### config.mk
export PLATFORM = sky130hd
export DESIGN_NAME = dcas_controller
export DESIGN_NICKNAME = d
export VERILOG_FILES = /design/src/rtl/dcas_pkg.sv /design/src/rtl/dcas_controller.sv /design/src/rtl/dcas_interval_timer.sv
export VERILOG_INCLUDE_DIRS = /design/src /design/src/rtl
export SDC_FILE = /design/constraint.sdc
export NUM_CORES = 1
export LEC_CHECK = 0
export ABC_AREA = 1
export BUFFER_PORTS_ARGS = -buffer_cell sky130_fd_sc_hd__buf_4
export CORE_UTILIZATION = 40
export CTS_BUF_LIST = sky130_fd_sc_hd__clkbuf_2
export CTS_CLUSTER_DIAMETER = 120
export CTS_CLUSTER_SIZE = 40
export DETAILED_ROUTE_END_ITERATION = 10
export HOLD_SLACK_MARGIN = 0.02
export PLACE_DENSITY = 0.62
export SLEW_MARGIN = 20
export SYNTH_ARGS = -nofsm -noshare
export SYNTH_HDL_FRONTEND = slang
export SYNTH_SLANG_ARGS = --single-unit
### constraint.sdc
create_clock -name clk -period 3.2 [get_ports clk]
set_clock_uncertainty 0.15 [all_clocks]
set_input_delay 0.32 -clock clk [delete_from_list [all_inputs] [get_ports clk]]
set_output_delay 0.32 -clock clk [all_outputs]
set_load 0.05 [all_outputs]
### src/rtl/dcas_map.svh
// Timing counts and row count for the DRAM random-port controller
`ifndef DCAS_MAP_SVH
`define DCAS_MAP_SVH
`define DCAS_CLK_PERIOD_PS 4000
`define DCAS_WAKE_PAUSE_US 100
`define DCAS_WAKE_PAUSE_CYC ((`DCAS_WAKE_PAUSE_US * 1000000 + `DCAS_CLK_PERIOD_PS - 1) / `DCAS_CLK_PERIOD_PS)
`define DCAS_WAKE_CYCLES 8
`define DCAS_ROWS 512
`define DCAS_REF_PERIOD_US 16700
`define DCAS_REF_PERIOD_CYC ((`DCAS_REF_PERIOD_US * 1000) / (`DCAS_CLK_PERIOD_PS / 1000))
`define DCAS_REF_INTERVAL_CYC (`DCAS_REF_PERIOD_CYC / `DCAS_ROWS)
`define DCAS_CP_NS 10
`define DCAS_CP_CYC ((`DCAS_CP_NS * 1000 + `DCAS_CLK_PERIOD_PS - 1) / `DCAS_CLK_PERIOD_PS)
`define DCAS_RAS_NS 80
`define DCAS_RAS_CYC ((`DCAS_RAS_NS * 1000 + `DCAS_CLK_PERIOD_PS - 1) / `DCAS_CLK_PERIOD_PS)
`define DCAS_RP_NS 60
`define DCAS_RP_CYC ((`DCAS_RP_NS * 1000 + `DCAS_CLK_PERIOD_PS - 1) / `DCAS_CLK_PERIOD_PS)
`define DCAS_RCD_NS 20
`define DCAS_RCD_CYC ((`DCAS_RCD_NS * 1000 + `DCAS_CLK_PERIOD_PS - 1) / `DCAS_CLK_PERIOD_PS)
`define DCAS_CAS_NS 20
`define DCAS_CAS_CYC ((`DCAS_CAS_NS * 1000 + `DCAS_CLK_PERIOD_PS - 1) / `DCAS_CLK_PERIOD_PS)
`define DCAS_CSR_NS 10
`define DCAS_CSR_CYC ((`DCAS_CSR_NS * 1000 + `DCAS_CLK_PERIOD_PS - 1) / `DCAS_CLK_PERIOD_PS)
`define DCAS_CHR_NS 30
`define DCAS_CHR_CYC ((`DCAS_CHR_NS * 1000 + `DCAS_CLK_PERIOD_PS - 1) / `DCAS_CLK_PERIOD_PS)
`define DCAS_OD_NS 10
`define DCAS_OD_CYC ((`DCAS_OD_NS * 1000 + `DCAS_CLK_PERIOD_PS - 1) / `DCAS_CLK_PERIOD_PS)
`endif

### src/rtl/dcas_pkg.sv
// Types for the DRAM random-port controller
package dcas_pkg;
    typedef enum logic [3:0] {
        ST_PAUSE = 4'h0,
        ST_WAKE_RAS = 4'h1,
        ST_WAKE_PRE = 4'h2,
        ST_IDLE = 4'h3,
        ST_ROW = 4'h4,
        ST_COL = 4'h5,
        ST_END = 4'h6,
        ST_PRE = 4'h7,
        ST_REF_CAS = 4'h8,
        ST_REF_RAS = 4'h9
    } dcas_state_e;
    typedef logic [3:0] dcas_data_t;
endpackage

### src/rtl/dcas_controller.sv
// Host controller driving the random port of a multiport video DRAM
`timescale 1ns/1ps
`include "dcas_map.svh"
module dcas_controller #(
    parameter int PAUSE_CYC = `DCAS_WAKE_PAUSE_CYC,
    parameter int REF_INTERVAL_CYC = `DCAS_REF_INTERVAL_CYC,
    parameter int ADDR_W = 9
) (
    input wire logic clk,
    input wire logic reset,
    input wire logic reqValid,
    input wire logic reqWrite,
    input wire logic [2*ADDR_W-1:0] reqAddr,
    input wire logic [3:0] reqWdata,
    output logic reqReady,
    output logic rspValid,
    output logic [3:0] rspRdata,
    output logic initDone,
    output logic wakeRetrigger,
    output logic rowStrobeN,
    output logic columnStrobeN,
    output logic maskWriteEnableN,
    output logic transferOutputEnableN,
    output logic [ADDR_W-1:0] addrPins,
    input wire logic [3:0] randomPortDataPinsIn,
    output logic [3:0] randomPortDataPinsOut,
    output logic randomPortDataPinsOe
);
    dcas_pkg::dcas_state_e state_ff;
    logic [19:0] wait_ff;
    logic [3:0] wakeCount_ff;
    logic [10:0] owed_ff;
    logic isWrite_ff;
    logic [2*ADDR_W-1:0] addr_ff;
    dcas_pkg::dcas_data_t wdata_ff;
    logic refTick;
    logic waitDone;

    function automatic logic [19:0] cyc(input int n);
        cyc = 20'((n < 1) ? 0 : n - 1);
    endfunction

    // Timer runs only once the device is awake
    dcas_interval_timer #(.INTERVAL(REF_INTERVAL_CYC)) uTimer (
        .clk(clk),
        .reset(reset),
        .enable(initDone),
        .tick(refTick)
    );

    assign waitDone = (wait_ff == 20'h00000);
    assign reqReady = (state_ff == dcas_pkg::ST_IDLE) && (owed_ff == 11'h000) && waitDone;
    // Owed refreshes beyond one row-set mean the period was overrun
    assign wakeRetrigger = (owed_ff > 11'(`DCAS_ROWS));

    always_ff @(posedge clk or posedge reset) begin
        if (reset) begin
            owed_ff <= 11'h000;
        end else if (wakeRetrigger) begin
            owed_ff <= 11'h000;
        end else if (refTick && !(state_ff == dcas_pkg::ST_REF_RAS && waitDone)) begin
            owed_ff <= owed_ff + 11'h001;
        end else if (!refTick && state_ff == dcas_pkg::ST_REF_RAS && waitDone
                     && owed_ff != 11'h000) begin
            owed_ff <= owed_ff - 11'h001;
        end
    end

    always_ff @(posedge clk or posedge reset) begin
        if (reset) begin
            state_ff <= dcas_pkg::ST_PAUSE;
            wait_ff <= cyc(PAUSE_CYC);
            wakeCount_ff <= 4'h0;
            initDone <= 1'b0;
            isWrite_ff <= 1'b0;
            addr_ff <= '0;
            wdata_ff <= 4'h0;
        end else if (wakeRetrigger) begin
            state_ff <= dcas_pkg::ST_WAKE_PRE;
            wait_ff <= cyc(`DCAS_RP_CYC);
            wakeCount_ff <= 4'h0;
            initDone <= 1'b0;
        end else if (!waitDone) begin
            wait_ff <= wait_ff - 20'h00001;
        end else begin
            case (state_ff)
                dcas_pkg::ST_PAUSE: begin
                    state_ff <= dcas_pkg::ST_WAKE_RAS;
                    wait_ff <= cyc(`DCAS_RAS_CYC);
                end
                dcas_pkg::ST_WAKE_RAS: begin
                    state_ff <= dcas_pkg::ST_WAKE_PRE;
                    wait_ff <= cyc(`DCAS_RP_CYC);
                    wakeCount_ff <= wakeCount_ff + 4'h1;
                end
                dcas_pkg::ST_WAKE_PRE: begin
                    if (wakeCount_ff == 4'(`DCAS_WAKE_CYCLES)) begin
                        state_ff <= dcas_pkg::ST_IDLE;
                        initDone <= 1'b1;
                    end else begin
                        state_ff <= dcas_pkg::ST_WAKE_RAS;
                        wait_ff <= cyc(`DCAS_RAS_CYC);
                    end
                end
                dcas_pkg::ST_IDLE: begin
                    if (owed_ff != 11'h000) begin
                        state_ff <= dcas_pkg::ST_REF_CAS;
                        wait_ff <= cyc(`DCAS_CSR_CYC);
                    end else if (reqValid) begin
                        state_ff <= dcas_pkg::ST_ROW;
                        wait_ff <= cyc(`DCAS_RCD_CYC);
                        isWrite_ff <= reqWrite;
                        addr_ff <= reqAddr;
                        wdata_ff <= reqWdata;
                    end
                end
                dcas_pkg::ST_ROW: begin
                    state_ff <= dcas_pkg::ST_COL;
                    wait_ff <= cyc(`DCAS_RAS_CYC);
                end
                dcas_pkg::ST_COL: begin
                    state_ff <= dcas_pkg::ST_END;
                    wait_ff <= cyc(`DCAS_OD_CYC);
                end
                dcas_pkg::ST_END: begin
                    state_ff <= dcas_pkg::ST_PRE;
                    wait_ff <= cyc(`DCAS_RP_CYC);
                end
                dcas_pkg::ST_PRE: begin
                    state_ff <= dcas_pkg::ST_IDLE;
                end
                dcas_pkg::ST_REF_CAS: begin
                    state_ff <= dcas_pkg::ST_REF_RAS;
                    wait_ff <= cyc(`DCAS_RAS_CYC + `DCAS_CHR_CYC);
                end
                dcas_pkg::ST_REF_RAS: begin
                    state_ff <= dcas_pkg::ST_PRE;
                    wait_ff <= cyc(`DCAS_RP_CYC);
                end
                default: begin
                    state_ff <= dcas_pkg::ST_PAUSE;
                end
            endcase
        end
    end

    // Pin drive, registered per state
    always_ff @(posedge clk or posedge reset) begin
        if (reset) begin
            rowStrobeN <= 1'b1;
            columnStrobeN <= 1'b1;
            maskWriteEnableN <= 1'b1;
            transferOutputEnableN <= 1'b1;
            addrPins <= '0;
            randomPortDataPinsOut <= 4'h0;
            randomPortDataPinsOe <= 1'b0;
        end else if (wakeRetrigger) begin
            // Overrun aborts the running cycle; strobes go idle for the new wake-up
            rowStrobeN <= 1'b1;
            columnStrobeN <= 1'b1;
            maskWriteEnableN <= 1'b1;
            transferOutputEnableN <= 1'b1;
            randomPortDataPinsOe <= 1'b0;
        end else begin
            rowStrobeN <= !(state_ff == dcas_pkg::ST_WAKE_RAS || state_ff == dcas_pkg::ST_ROW
                            || state_ff == dcas_pkg::ST_COL || state_ff == dcas_pkg::ST_REF_RAS);
            // Column low only after row, or ahead of row for refresh
            columnStrobeN <= !(state_ff == dcas_pkg::ST_COL || state_ff == dcas_pkg::ST_REF_CAS
                               || state_ff == dcas_pkg::ST_REF_RAS);
            // Write enable set before column falls: early write
            maskWriteEnableN <= !(isWrite_ff && (state_ff == dcas_pkg::ST_ROW
                                  || state_ff == dcas_pkg::ST_COL));
            // Output enable only in reads, released with the column strobe
            transferOutputEnableN <= !(!isWrite_ff && state_ff == dcas_pkg::ST_COL);
            // Row address set up as the request is taken and held past the row fall
            if (state_ff == dcas_pkg::ST_IDLE) begin
                addrPins <= reqAddr[2*ADDR_W-1:ADDR_W];
            end else if (state_ff == dcas_pkg::ST_ROW && waitDone) begin
                addrPins <= addr_ff[ADDR_W-1:0];
            end
            randomPortDataPinsOut <= wdata_ff;
            randomPortDataPinsOe <= isWrite_ff && (state_ff == dcas_pkg::ST_ROW
                                    || state_ff == dcas_pkg::ST_COL);
        end
    end

    // Read data sampled at the end of the column strobe, before it rises
    always_ff @(posedge clk or posedge reset) begin
        if (reset) begin
            rspValid <= 1'b0;
            rspRdata <= 4'h0;
        end else begin
            rspValid <= 1'b0;
            if (state_ff == dcas_pkg::ST_COL && waitDone && !wakeRetrigger && !isWrite_ff) begin
                rspValid <= 1'b1;
                rspRdata <= randomPortDataPinsIn;
            end
        end
    end

    logic [3:0] highRun_ff;
    always_ff @(posedge clk or posedge reset) begin
        if (reset) begin
            highRun_ff <= 4'h0;
        end else if (!columnStrobeN) begin
            highRun_ff <= 4'h0;
        end else if (highRun_ff != 4'hF) begin
            highRun_ff <= highRun_ff + 4'h1;
        end
    end

    AST_CP_BEFORE_RAS: assert property (@(posedge clk) disable iff (reset)
        ($fell(rowStrobeN) && columnStrobeN) |-> highRun_ff >= 4'(`DCAS_CP_CYC))
        else $error("Column precharge too short before row strobe");
    AST_NO_CONTENTION: assert property (@(posedge clk) disable iff (reset)
        !(randomPortDataPinsOe && !transferOutputEnableN))
        else $error("Output enable low while driving data");
    AST_EARLY_WRITE: assert property (@(posedge clk) disable iff (reset)
        ($fell(columnStrobeN) && !rowStrobeN) |-> $past(maskWriteEnableN) ? 1'b1 :
        randomPortDataPinsOe)
        else $error("Write data not driven at column fall");
    AST_CBR_ORDER: assert property (@(posedge clk) disable iff (reset)
        ($fell(rowStrobeN) && state_ff == dcas_pkg::ST_REF_RAS) |-> !columnStrobeN)
        else $error("Refresh row strobe without column low");
    AST_WAKE_COUNT: assert property (@(posedge clk) disable iff (reset)
        $rose(initDone) |-> wakeCount_ff == 4'(`DCAS_WAKE_CYCLES))
        else $error("Wake-up did not run eight row cycles");
    AST_READ_HOLD: assert property (@(posedge clk) disable iff (reset)
        rspValid |-> !columnStrobeN ##1 columnStrobeN)
        else $error("Read ended before column strobe rose");
    AST_OE_RELEASE: assert property (@(posedge clk) disable iff (reset)
        $rose(columnStrobeN) |-> transferOutputEnableN)
        else $error("Output enable not released with column strobe");
    AST_REF_SERVICE: assert property (@(posedge clk) disable iff (reset)
        (state_ff == dcas_pkg::ST_IDLE && owed_ff != 11'h000 && waitDone && !wakeRetrigger)
        |=> state_ff == dcas_pkg::ST_REF_CAS)
        else $error("Owed refresh not started");
    AST_RETRIGGER: assert property (@(posedge clk) disable iff (reset)
        wakeRetrigger |=> !initDone && state_ff == dcas_pkg::ST_WAKE_PRE)
        else $error("Overrun did not restart wake-up");
    AST_TICK_OWES: assert property (@(posedge clk) disable iff (reset)
        (refTick && state_ff == dcas_pkg::ST_IDLE && !wakeRetrigger) |=> owed_ff != 11'h000)
        else $error("Refresh tick lost");

    COV_READ: cover property (@(posedge clk) disable iff (reset) rspValid);
    COV_WRITE: cover property (@(posedge clk) disable iff (reset)
        $fell(columnStrobeN) && !maskWriteEnableN);
    COV_REFRESH: cover property (@(posedge clk) disable iff (reset)
        state_ff == dcas_pkg::ST_REF_RAS);
    COV_INIT: cover property (@(posedge clk) disable iff (reset) $rose(initDone));
endmodule

### src/rtl/dcas_interval_timer.sv
// Refresh interval timer: one-cycle tick per row refresh slot
`timescale 1ns/1ps
`include "dcas_map.svh"
module dcas_interval_timer #(
    parameter int INTERVAL = `DCAS_REF_INTERVAL_CYC
) (
    input wire logic clk,
    input wire logic reset,
    input wire logic enable,
    output logic tick
);
    logic [23:0] count_ff;
    always_ff @(posedge clk or posedge reset) begin
        if (reset) begin
            count_ff <= 24'h000000;
        end else if (!enable || count_ff == 24'(INTERVAL - 1)) begin
            count_ff <= 24'h000000;
        end else begin
            count_ff <= count_ff + 24'h000001;
        end
    end
    assign tick = enable && (count_ff == 24'(INTERVAL - 1));
endmodule

==> results by stage, run 1 <==
Status:
- The flow ran to the end, and the final reports show no timing, DRC or antenna violations.

Floorplanning:
- In this run the horizontal extent of the chip is 123 um.
- The total number of placement rows is 43.
- From bottom edge to top edge, the die measures 123 um.
- The number of top-level pins is 56.
- Once the floorplan was initialized, standard cells occupied 41.4% of the core.
- The die covers 15000 um2.
- The core footprint is 14000 um2.

Route:
- Summing over every cut layer, the via total after detailed routing is 5039.
- In the final routed layout, each cell accounts on average for 13.3 um.
- The count of nets left with antenna violations after detail routing is 0.
- The number of iterations in the first detailed-routing pass is 4.
- Using the TritonRoute via totals, the vias-per-cell ratio works out to 4.95.
- For this run, design rule violations remaining after detail routing come to 0.
- After the first detailed-routing iteration, the DRC count stood at 258.
- For this block, the routed nets add up to 13.6 mm of wire.

Clock network:
- The level count of the clock H-tree is 3.
- Clock tree synthesis found a total of 101 sinks.
- The root buffer cell is sky130_fd_sc_hd__clkbuf_2.
- The clock-pin slew on the worst setup and hold paths is 0.29 ns.
- The TritonCTS clock tree is built.
- The insertion delay to the later sink of the worst-skew pair is 0.60 ns.
- The clock passes through at most 2 buffers.
- Counting the buffers created by CTS gives 9.

Power:
- The peak ir drop on the vdd network is 253 uV.
- In this run the static leakage power is 3.53 nW.
- Power spread over the standard cell area amounts to 292 nW/um2.

Synth:
- The sequential-to-total area share from yosys stat is 43.8%.
- The commonest cells after synthesis are sky130_fd_sc_hd__nand2_1, sky130_fd_sc_hd__inv_1, sky130_fd_sc_hd__nor2_1.
- The biggest area contributor in the post-synthesis netlist is sky130_fd_sc_hd__dfrtp_1.
- The number of nets in the synthesized netlist is 788.
- For this run, the number of Yosys warnings is 0.
- The netlist uses 43 different library cells.
- The cell area that synthesis handed to floorplanning was 5810 um2.
- The share of synthesized registers carrying an async set or reset is 100%.
- The synthesized design contains 101 register bits.
- By area the synthesized netlist is led by sky130_fd_sc_hd__dfrtp_1, sky130_fd_sc_hd__nand2_1, sky130_fd_sc_hd__inv_1.
- Yosys instantiated no cell more often than sky130_fd_sc_hd__nand2_1.
- The area share of the largest cell type after synthesis is 38.3%.
- After synthesis, the mean cell area works out to 7.84 um2.
- Yosys mapped a number of flops with a built-in enable equal to 0.
- Synthesis handed over a netlist of 741 instances.
- In the synthesized netlist the dominant register cell turns out to be sky130_fd_sc_hd__dfrtp_1.

Worst setup path:
- The endpoint identified for the worst register-to-register timing path is owed_ff[7].
- The setup path with the least slack is of type flip-flop to flip-flop.
- On the critical path the largest part of the delay comes from simple AND/OR/NAND/NOR gates.
- The launching element of the worst setup path is wait_ff[0].
- STA classifies the critical path startpoint as a flip-flop.
- The required time of the critical path is 3.56 ns.
- The logic depth of the worst setup path including buffers is 17.
- The most numerous cell type found on the critical path is sky130_fd_sc_hd__nand2_1.
- Traced cell by cell, the critical path runs through inv_1 > ha_2 > nand3_1 > nor3_2 > nand4_1 > and2_4 > clkinvlp_4 > buf_4 > ha_4 > nand2_1 > o21ai_2 > nand2_1 > nand2_1 > xor2_1 > nor2_1 > nand2_1 > o21ai_1.
- For this design, the slowest cell found on the critical path is sky130_fd_sc_hd__dfstp_2.
- STA puts the critical path data arrival time at 3.40 ns.
- The flop-to-flop setup slack is 0.16 ns.
- The maximum fanout along the worst path is 6.
- The most critical setup path has its endpoint at owed_ff[7].
- The launch point of the worst reg-to-reg path is wait_ff[0].
- The type of destination of the critical path is a flip-flop.
- The number of cell instances on the worst register-to-register path is 17.
- On the worst path, the slowest cell contributes a delay of 0.63 ns.
- The number of buffers and inverters on the critical path is 3.

Placement:
- The post-place instance area is 6410 um2.
- After legalization and detailed placement, the total HPWL measured 9.29 mm.
- The global placement routability congestion is 0.850.
- Input and output buffers added on the ports amount to 55.
- Before CTS, the worst setup slack after placement is 0.0768 ns.

Timing:
- The highest achievable clock rate is 0.329 GHz.
- The final worst setup slack is 0.160 ns.
- Setup repair after global routing could not meet its margin everywhere.
- The worst pin sits at a relative slew slack of 56.3%.
- At the pin with the least slew margin, the transition time is 0.656 ns.
- The number of max-slew violations in the final report is 0.
- The final critical path takes up 95.0% of the cycle.
- The post-layout minimum cycle time is 3.04 ns.
- The number of failing hold endpoints at the final stage is 0.
- The number of failing setup endpoints in the final timing report is 0.

Global route:
- The maximum number of pins on one net before global-route repair is 53.
- The first global-routing pass estimated 23.1 mm of wire.
- The total overflow left after global routing is 0.
- The via count of the first global-routing pass is 4972.
- The number of antenna violations at the first check in global routing came to 0.
- For this run, the total global-route usage over all layers was measured as 19.4%.

Flow run:
- The tool flagged a number of max-cap violations equal to 0.

Finish:
- The number of nets at the end of the flow is 881.
- The number of antenna diodes in the final layout is 0.
- The area growth from synthesis to layout is 22.0%.
- After routing the design area is 7090 um2.
- Of the cells placed in the final design, the portion with a size suffix greater than 1 is 21.3%.
- The number of fill cells in the layout is 1344.
- Cells fill 50.5% of the core in the end.

Min path:
- The worst hold-check path type is input port to asynchronous set/reset pin.
## worst register-to-register path, cell delays in order (launching register included)
cell	delay, ns
sky130_fd_sc_hd__dfstp_2	0.63
sky130_fd_sc_hd__inv_1	0.09
sky130_fd_sc_hd__ha_2	0.20
sky130_fd_sc_hd__nand3_1	0.09
sky130_fd_sc_hd__nor3_2	0.05
sky130_fd_sc_hd__nand4_1	0.16
sky130_fd_sc_hd__and2_4	0.19
sky130_fd_sc_hd__clkinvlp_4	0.18
sky130_fd_sc_hd__buf_4	0.20
sky130_fd_sc_hd__ha_4	0.30
sky130_fd_sc_hd__nand2_1	0.09
sky130_fd_sc_hd__o21ai_2	0.16
sky130_fd_sc_hd__nand2_1	0.07
sky130_fd_sc_hd__nand2_1	0.07
sky130_fd_sc_hd__xor2_1	0.15
sky130_fd_sc_hd__nor2_1	0.05
sky130_fd_sc_hd__nand2_1	0.05
sky130_fd_sc_hd__o21ai_1	0.06
## area by class of cell
type / count / area [um2] / area share, %
tap: 180 / 225 / 3.18
inverter: 100 / 384 / 5.42
clock buffer: 10 / 50.0 / 0.706
timing repair buffer: 99 / 845 / 11.9
sequential: 101 / 2540 / 35.9
multi-input combinational: 523 / 2950 / 41.7
clock inverter: 6 / 87.6 / 1.24
## cell families (layout without fill, tap and decap cells)
logic type / count (synthesis) / after routing / synth area share, %
AO/OA/AOI/OAI: 96 / 96 / 9.63
XOR/XNOR: 25 / 25 / 3.77
adder cells (fa/ha/maj): 17 / 17 / 3.79
buffers and inverters: 117 / 215 / 8.34
flip-flops: 101 / 101 / 43.8
multiplexers: 9 / 9 / 1.55
AND/OR/NAND/NOR: 376 / 376 / 29.1
## state kept, by name, indices dropped and copies added, names as in the netlist
signal                 cells
state_ff                   4
randomPortDataPinsOut      4
wdata_ff                   4
randomPortDataPinsOe       1
initDone                   1
rowStrobeN                 1
wakeCount_ff               4
transferOutputEnableN      1
rspRdata                   4
owed_ff                   11
isWrite_ff                 1
wait_ff                   20
uTimer.count_ff           24
columnStrobeN              1
rspValid                   1
addr_ff                    9
maskWriteEnableN           1
addrPins                   9
## how the worst min path moves through the flow
stage | start | endpoint | slack (ns) | cells past startpoint
after floorplan | randomPortDataPinsIn[0] | rspRdata[0] | 0.28 | 2
after global placement | uTimer.count_ff[23] | uTimer.count_ff[23] | 0.30 | 1
after detailed placement | randomPortDataPinsOut[2] | randomPortDataPinsOut[2] | 0.31 | 2
after CTS | reset | wakeCount_ff[2] | 0.13 | 3
after global routing | reset | wakeCount_ff[2] | 0.19 | 3
final | reset | rspRdata[2] | 0.20 | 3
## report_power, final
group	leakage (nW)	internal (W)	switching [W]
Clock	0.0742	0.000258	0.000442
Combinational	2.17	0.0000496	0.0000409
Sequential	1.29	0.00128	0
Total	3.53	0.00159	0.000483
## metrics by stage
step                instances  total power, W  setup TNS, ns  hold slack [ns]
floorplan                 741         0.00133              0            0.280
global placement          966         0.00136              0            0.297
detailed placement        966         0.00137              0            0.314
CTS                      1013         0.00211              0            0.134
global route             1019         0.00216         -0.136            0.192
finish                   1019         0.00207              0            0.197
## layer usage
metal | global-route usage (%) | routed length, um | up-vias
met2 | 32.8 | 6640 | 71
met1 | 24.7 | 6340 | 2408
li1 | - | - | 2555
met4 | 5.26 | 81 | 0
met3 | 4.74 | 500 | 5
met5 | 0 | 0 | -
## what timing repair did
| action | in CTS | in global routing |
|---|---|---|
| resized for setup | 1 | 40 |
| endpoints found under the setup margin | 3 | 9 |
| pin swaps | 0 | 12 |
| buffers inserted | 2 | 6 |
| hold buffers | 29 | 0 |
| hold endpoints to repair | 80 | 0 |
## placed cells by master, fill, tap and decap left out, drive strengths merged, types with 2 or more instances in the layout
master         n
nand2        170
nor2         108
inv           99
dfrtp         89
buf           70
o21ai         58
nand3         50
dlygate4sd3   29
a21oi         26
nor3          19
xor2          17
ha            16
nand4         15
dfstp         12
clkbuf        10
mux2i          9
xnor2          8
nor4           6
a31oi          4
clkinvlp       4
or2            3
o21a           2
o21bai         2
bufinv         2
and2           2
Power figures use the tool's default switching activity.
==> inputs of run 2 (changes only) <==
Settings changed: SYNTH_HIERARCHICAL from default to 1.
==> results by stage, run 2 <==
Clock network:
- The maximum count of clock buffers along a single path is 2 (unchanged).
- The buffers inserted during post-CTS setup optimization is 0 (was 2).
- The level count of the clock H-tree is 3 (unchanged).
- The TritonCTS clock tree is built (unchanged).
- The number of buffers created by CTS is 9 (unchanged).
- The root buffer cell is sky130_fd_sc_hd__clkbuf_2 (unchanged).
- The clock-pin slew on the worst setup and hold paths is 0.30 ns (was 0.29 ns).
- The insertion delay to the later sink of the worst-skew pair is 0.65 ns (was 0.60 ns).
- The number of clock sinks is 101 (unchanged).

Timing:
- The worst slew margin relative to its limit is 38.5% (was 56.3%).
- The highest achievable clock rate was 0.343 GHz (was 0.329 GHz).
- The worst hold slack is 0.0686 ns (was 0.197 ns).
- The ratio of final minimum period to clock period is 91.1% (was 95.0%).
- The final setup TNS was 0 ns (unchanged).
- Unrepaired setup endpoints after global routing: no (was yes).
- The number of max-slew violations in the final report is 0 (unchanged).
- The actual slew at the worst max-slew pin is 0.921 ns (was 0.656 ns).
- The number of failing setup endpoints in the final timing report is 0 (unchanged).
- The post-layout minimum cycle time is 2.91 ns (was 3.04 ns).
- The number of failing hold endpoints at the final stage is 0 (unchanged).
- The final worst setup slack is 0.286 ns (was 0.160 ns).

Finish:
- The end-of-flow core utilization was 48.4% (was 50.5%).
- The number of nets at the end of the flow came to 951 (was 881).
- Top library cells by usage in the layout, fill and taps aside: sky130_fd_sc_hd__nand2_1, sky130_fd_sc_hd__nor2_1, sky130_fd_sc_hd__inv_1 (unchanged).
- The area taken by flip-flops and latches was 2540 um2 (unchanged).
- The share of final-layout standard cells stronger than drive strength 1 is 18.4% (was 21.3%).
- The area of combinational cells with multiple inputs is 3100 um2 (was 2950 um2).
- The flip-flop count of the largest register after layout is 24 (unchanged).
- The count of placed standard cells in the final layout, fillers left out is 1094 (was 1019).
- The area growth from synthesis to layout is 16.4% (was 22.0%).
- The register with the highest flop count is uTimer/count_ff (was uTimer.count_ff).
- The number of fill cells in the layout is 1468 (was 1344).
- The most common cell after layout, fill and taps aside is sky130_fd_sc_hd__nand2_1 (unchanged).
- Largest registers: uTimer/count_ff: 24 flops, wait_ff: 20 flops, owed_ff: 11 flops (was uTimer.count_ff: 24 flops, wait_ff: 20 flops, owed_ff: 11 flops).

Global route:
- The met1 capacity usage during global routing is 24.6% (was 24.7%).
- The most crowded layer after global routing was met2 (unchanged).
- The overall overflow remaining after global route is 0 (unchanged).
- The global routing met2 resource utilization is 30.8% (was 32.8%).
- The wire length of the first global-routing pass is 24.1 mm (was 23.1 mm).
- The global routing usage summed across all routing layers is 18.9% (was 19.4%).
- The maximum number of pins on one net before global-route repair is 35 (was 53).
- The met3 layer usage reported by global route was 4.33% (was 4.74%).
- The via count of the first global-routing pass is 5283 (was 4972).
- The number of antenna violations at the first check in global routing is 1 (was 0).

Floorplanning:
- The total number of placement rows came to 44 (was 43).
- The die height is 126 um (was 123 um).
- The effective utilization at floorplan came to 41.6% (was 41.4%).
- The core footprint is 14800 um2 (was 14000 um2).
- The die area is 15800 um2 (was 15000 um2).
- The floorplan die width came to 126 um (was 123 um).
- The number of top-level pins is 56 (unchanged).

Power:
- The leakage power is 3.64 nW (was 3.53 nW).
- The peak ir drop on the vdd network is 228 uV (was 253 uV).
- The ratio of total power to cell area is 278 nW/um2 (was 292 nW/um2).

Synth:
- Most instantiated cells after synthesis: sky130_fd_sc_hd__nand2_1, sky130_fd_sc_hd__nor2_1, sky130_fd_sc_hd__inv_1 (was sky130_fd_sc_hd__nand2_1, sky130_fd_sc_hd__inv_1, sky130_fd_sc_hd__nor2_1).
- The dominant register cell in the synthesized netlist is sky130_fd_sc_hd__dfrtp_1 (unchanged).
- Leading cell types by total area after synthesis: sky130_fd_sc_hd__dfrtp_1, sky130_fd_sc_hd__nand2_1, sky130_fd_sc_hd__nor2_1 (was sky130_fd_sc_hd__dfrtp_1, sky130_fd_sc_hd__nand2_1, sky130_fd_sc_hd__inv_1).
- The area share of the largest cell type after synthesis is 36.3% (was 38.3%).
- The number of library cell types mapped by synthesis came to 39 (was 43).
- The cell type contributing the most total cell area after synthesis is sky130_fd_sc_hd__dfrtp_1 (unchanged).
- The total of warnings raised by yosys is 6 (was 0).
- The most common cell in the synthesized netlist is sky130_fd_sc_hd__nand2_1 (unchanged).
- The number of nets in the synthesized netlist is 862 (was 788).
- The average cell area after synthesis was 7.53 um2 (was 7.84 um2).
- The synthesized flop and latch total is 101 (unchanged).
- The sequential-to-total area share from yosys stat is 41.5% (was 43.8%).
- The share of synthesized registers carrying an async set or reset is 100% (unchanged).
- The number of enable flip-flop cells after synthesis was 0 (unchanged).
- The total standard cell area after synthesis is 6130 um2 (was 5810 um2).
- The number of cells produced by synthesis is 815 (was 741).

Worst setup path:
- The path type of the worst setup path is flip-flop to flip-flop (unchanged).
- The kind of cell with the highest combined delay on the critical path is simple AND/OR/NAND/NOR gates (unchanged).
- The stage delay of the slowest cell on the critical path is 0.50 ns (was 0.63 ns).
- The cell type of the slowest stage on the worst timing path is sky130_fd_sc_hd__dfrtp_1 (was sky130_fd_sc_hd__dfstp_2).
- The flop-to-flop setup slack came to 0.29 ns (was 0.16 ns).
- The type of destination of the critical path is a flip-flop (unchanged).
- The maximum fanout along the worst path is 14 (was 6).
- The sum of buffers and inverters on the critical path is 1 (was 3).
- Cell Chain, Critical Path: inv_1 > ha_1 > nand3_1 > nor2_1 > nand3_1 > nor2_1 > o21ai_4 > ha_1 > nand2_1 > o21ai_1 > nand3_1 > nand2_1 > nand2_1 > nand2_1 > nor2_1 > nand2_1 > nand2_1 (was inv_1 > ha_2 > nand3_1 > nor3_2 > nand4_1 > and2_4 > clkinvlp_4 > buf_4 > ha_4 > nand2_1 > o21ai_2 > nand2_1 > nand2_1 > xor2_1 > nor2_1 > nand2_1 > o21ai_1).
- The required time of the critical path is 3.60 ns (was 3.56 ns).
- The arrival time reported for the critical path endpoint is 3.31 ns (was 3.40 ns).
- The most numerous cell on the critical path is sky130_fd_sc_hd__nand2_1 (unchanged).
- The startpoint type of the worst setup path is a flip-flop (unchanged).

Route:
- The remaining design rule violation count is 0 (unchanged).
- The wire length per cell is 12.5 um (was 13.3 um).
- The count of nets left with antenna violations after detail routing is 0 (unchanged).
- The via count is 5249 (was 5039).
- The number of DRC violations after detailed-routing iteration 0 is 302 (was 258).
- The number of vias per cell after detailed routing is 4.80 (was 4.95).
- The number of iterations in the first detailed-routing pass is 5 (was 4).
- The sum of routed wire length over all layers is 13.7 mm (was 13.6 mm).

Placement:
- The pre-CTS setup slack is 0.210 ns (was 0.0768 ns).
- The detailed placer's ending HPWL is 9.99 mm (was 9.29 mm).
- The number of instances in the placed design was 1048 (was 966).
- The count of port buffers added during placement is 55 (unchanged).
- The global placement routability congestion is 0.870 (was 0.850).

Flow run:
- The max capacitance violation total is 0 (unchanged).

Min path:
- The worst hold-check path type was input port to asynchronous set/reset pin (unchanged).

Status:
- Result of the run: finished clean (unchanged).
## run 2: worst paths after layout
path / startpoint / to / cells past startpoint
hold / removal: reset / wait_ff[17] / 3
setup reg to reg: uTimer/count_ff[1] / owed_ff[6] / 17
min in group clk: randomPortDataPinsIn[1] / rspRdata[1] / 4
hold reg to reg: wait_ff[0] / wait_ff[0] / 2
max in group asynchronous: reset / transferOutputEnableN / 4
setup / recovery: uTimer/count_ff[1] / owed_ff[6] / 17
## run 2: cell families (layout without fill, tap and decap cells)
kind of cell / count (synthesis) / in the layout / synth area share (%)
compound gates: 65 / 65 / 7.08
xor+xnor: 24 / 24 / 3.43
fa+ha+maj: 17 / 17 / 3.59
buf+inv: 117 / 211 / 8.06
flops: 101 / 101 / 41.5
mux: 9 / 9 / 1.47
other cells: 0 / 1 / 0
simple gates: 482 / 482 / 34.9
## run 2: final cells by class
type / count / area share [%]
Antenna cell: 1 / 0.0351
Clock buffer: 9 / 0.631
Clock inverter: 7 / 0.894
Inverter: 102 / 5.38
Multi-Input combinational cell: 597 / 43.4
Sequential cell: 101 / 35.6
Tap cell: 184 / 3.22
Timing Repair Buffer: 93 / 10.8
## run 2: what timing repair did
item | CTS | global route
endpoints found under the setup margin | 0 | 3
hold buffers | 29 | 0
endpoints found under the hold margin | 131 | 0
resized for setup | 0 | 2
## run 2: metal layers
layer / vias up / part of all wire, %
met2: 86 / 46
met5: - / 0
li1: 2743 / -
met4: 0 / 1.6
met3: 16 / 3.7
met1: 2404 / 48
## run 2: worst min-delay path, cell delays in order
cell	delay (ns)
sky130_fd_sc_hd__dlygate4sd3_1	0.54
sky130_fd_sc_hd__buf_4	0.14
sky130_fd_sc_hd__clkinv_2	0.36
## run 2: per-stage QoR
stage / power [W] / instance area, um2
global placement: 0.00136 / 6730
CTS: 0.00202 / 7130
finish: 0.00198 / 7140
floorplan: 0.00133 / 6130
detailed placement: 0.00136 / 6730
global route: 0.00208 / 7140
## run 2: power breakdown
part / total [W] / switching, W / internal, W
registers: 0.00128 / 0 / 0.00128
clock network: 0.000611 / 0.000486 / 0.000125
logic: 0.0000904 / 0.0000415 / 0.0000489
total: 0.00198 / 0.000527 / 0.00146
==> inputs of run 3 (changes only) <==
Settings changed: CORE_ASPECT_RATIO from default to 0.6, CTS_BUF_LIST sky130_fd_sc_hd__clkbuf_2 to sky130_fd_sc_hd__clkbuf_4 sky130_fd_sc_hd__clkbuf_8 sky130_fd_sc_hd__clkbuf_16.
==> results by stage, run 3 (synthesized netlist as in run 2, its figures left out) <==
Worst setup path:
- The type of destination of the critical path is a flip-flop (unchanged).
- The stage delay of the slowest cell on the critical path is 0.42 ns (was 0.50 ns).
- Cell Chain, Critical Path: inv_1 > ha_1 > nand3_1 > nor2_1 > nand3_1 > nor2_2 > o21ai_4 > ha_1 > nand2_1 > nor3_1 > nand2_1 > nor2_1 > nor2_1 > nand2_1 > nand2_1 > nor2_1 (was inv_1 > ha_1 > nand3_1 > nor2_1 > nand3_1 > nor2_1 > o21ai_4 > ha_1 > nand2_1 > o21ai_1 > nand3_1 > nand2_1 > nand2_1 > nand2_1 > nor2_1 > nand2_1 > nand2_1).
- The required time of the critical path is 3.32 ns (was 3.60 ns).
- The startpoint type of the worst setup path is a flip-flop (unchanged).
- The launch point of the worst reg-to-reg path was uTimer/count_ff[1] (unchanged).
- The flop-to-flop setup slack came to 0.26 ns (was 0.29 ns).
- The arrival time reported for the critical path endpoint is 3.06 ns (was 3.31 ns).
- The cell type of the slowest stage on the worst timing path is sky130_fd_sc_hd__dfrtp_1 (unchanged).
- The path type of the worst setup path is flip-flop to flip-flop (unchanged).
- The launching element of the worst setup path is uTimer/count_ff[1] (unchanged).
- The maximum fanout along the worst path is 11 (was 14).
- The number of cell instances on the worst register-to-register path is 16 (was 17).

Clock network:
- The level count of the clock H-tree is 3 (unchanged).
- The clock-pin slew on the worst setup and hold paths is 0.08 ns (was 0.30 ns).
- The buffers inserted during post-CTS setup optimization is 0 (unchanged).
- The root buffer cell is sky130_fd_sc_hd__clkbuf_16 (was sky130_fd_sc_hd__clkbuf_2).
- The number of clock sinks was 101 (unchanged).
- The TritonCTS clock tree is built (unchanged).
- The number of buffers created by CTS is 9 (unchanged).
- The insertion delay to the later sink of the worst-skew pair came to 0.35 ns (was 0.65 ns).
- The maximum count of clock buffers along a single path is 2 (unchanged).

Finish:
- The number of diodes came to 0 (was 1).
- The flip-flop count of the largest register after layout is 24 (unchanged).
- The end-of-flow core utilization is 48.3% (was 48.4%).
- The register with the highest flop count is uTimer/count_ff (unchanged).
- The number of nets at the end of the flow is 926 (was 951).
- Largest registers: uTimer/count_ff: 24 flops, wait_ff: 20 flops, owed_ff: 11 flops (unchanged).
- The share of final-layout standard cells stronger than drive strength 1 was 18.9% (was 18.4%).
- The area growth from synthesis to layout is 15.9% (was 16.4%).
- The most common cell after layout, fill and taps aside is sky130_fd_sc_hd__nand2_1 (unchanged).
- Top library cells by usage in the layout, fill and taps aside: sky130_fd_sc_hd__nand2_1, sky130_fd_sc_hd__nor2_1, sky130_fd_sc_hd__inv_1 (unchanged).

Power:
- The leakage power is 3.61 nW (was 3.64 nW).
- The ratio of total power to cell area came to 345 nW/um2 (was 278 nW/um2).
- The peak ir drop on the vdd network came to 252 uV (was 228 uV).
- The power consumption is 0.00245 W (was 0.00198 W).

Floorplanning:
- The floorplan die width was 162 um (was 126 um).
- The effective utilization at floorplan is 41.7% (was 41.6%).
- The die height came to 97.9 um (was 126 um).
- The core footprint is 14700 um2 (was 14800 um2).
- The die area came to 15800 um2 (about the same).
- The number of top-level pins is 56 (unchanged).
- The total number of placement rows came to 34 (was 44).

Timing:
- The post-layout minimum cycle time is 2.94 ns (was 2.91 ns).
- The actual slew at the worst max-slew pin came to 0.929 ns (was 0.921 ns).
- The ratio of final minimum period to clock period came to 91.8% (was 91.1%).
- The worst slew margin relative to its limit came to 37.7% (was 38.5%).
- The worst hold slack came to 0.0611 ns (was 0.0686 ns).
- The number of failing setup endpoints in the final timing report came to 0 (unchanged).
- The final setup TNS is 0 ns (unchanged).
- The number of max-slew violations in the final report came to 0 (unchanged).
- The highest achievable clock rate was 0.340 GHz (was 0.343 GHz).
- The number of failing hold endpoints at the final stage was 0 (unchanged).
- Unrepaired setup endpoints after global routing: no (unchanged).

Placement:
- The count of port buffers added during placement came to 55 (unchanged).
- The global placement routability congestion is 0.900 (was 0.870).
- The detailed placer's ending HPWL is 10.5 mm (was 9.99 mm).

Global route:
- The number of antenna violations at the first check in global routing is 0 (was 1).
- The wire length of the first global-routing pass was 24.6 mm (was 24.1 mm).
- The maximum number of pins on one net before global-route repair is 78 (was 35).
- The overall overflow remaining after global route is 0 (unchanged).
- The global routing usage summed across all routing layers came to 19.4% (was 18.9%).
- The via count of the first global-routing pass was 4920 (was 5283).

Route:
- The count of nets left with antenna violations after detail routing is 0 (unchanged).
- The wire length per cell is 13.1 um (was 12.5 um).
- The via count was 5150 (was 5249).
- The number of vias per cell after detailed routing came to 4.76 (was 4.80).
- The remaining design rule violation count came to 0 (unchanged).
- The sum of routed wire length over all layers is 14.2 mm (was 13.7 mm).
- The number of iterations in the first detailed-routing pass is 5 (unchanged).
- The number of DRC violations after detailed-routing iteration 0 is 403 (was 302).

Status:
- Result of the run: finished clean (unchanged).

Flow run:
- The max capacitance violation total was 0 (unchanged).

Min path:
- The critical hold path startpoint is reqAddr[3].
- The number of cells on the worst hold path is 3.
- The worst hold-check path type is input port to flip-flop (was input port to asynchronous set/reset pin).
## run 3: timing repair
action / CTS / global route
resized for setup: 0 / 3
hold buffers: 5 / 0
endpoints found under the hold margin: 69 / 0
endpoints found under the setup margin: 0 / 6
## run 3: critical path: cells and delay by family, from the launching register on
kind / cells / cell delay, ns
buf+inv: 1 / 0.07
compound gates: 1 / 0.16
simple gates: 12 / 1.53
flops: 1 / 0.42
fa+ha+maj: 2 / 0.53
## run 3: area by class of cell
| type | instances | area, um2 |
|---|---|---|
| clock inverter | 7 | 73.8 |
| clock buffer | 9 | 225 |
| timing repair buffer | 68 | 536 |
| tap | 198 | 248 |
| fill | 1508 | 7610 |
| sequential | 101 | 2540 |
| inverter | 102 | 384 |
| multi-input combinational | 597 | 3100 |
## run 3: path summary, 6_finish.rpt
path / to
max in group asynchronous: uTimer/count_ff[0]
min reg2reg: wait_ff[1]
max reg2reg: owed_ff[10]
max: owed_ff[10]
min: addr_ff[3]
min in group asynchronous: wait_ff[4]
## run 3: per-layer routing
metal | vias up | track usage [%] | routed length (um)
li1 | 2707 | - | -
met2 | 92 | 25.6 | 5420
met3 | 7 | 4.16 | 591
met4 | 0 | 3.56 | 93
met5 | - | 0 | 0
met1 | 2344 | 31.7 | 8120
## run 3: report_power, final
| part | leakage [nW] | switching, W | internal, W |
|---|---|---|---|
| combinational | 2.18 | 0.0000378 | 0.0000309 |
| sequential | 1.29 | 0 | 0.00128 |
| clock | 0.148 | 0.000554 | 0.000557 |
## run 3: through the flow
step	area (um2)	instances	setup slack [ns]
final	7110	1082	0.261
after global routing	7110	1082	0.00530
after CTS	7110	1082	0.0717
after detailed placement	6760	1061	0.0758
after global placement	6760	1061	0.180
after floorplan	6130	815	0.507
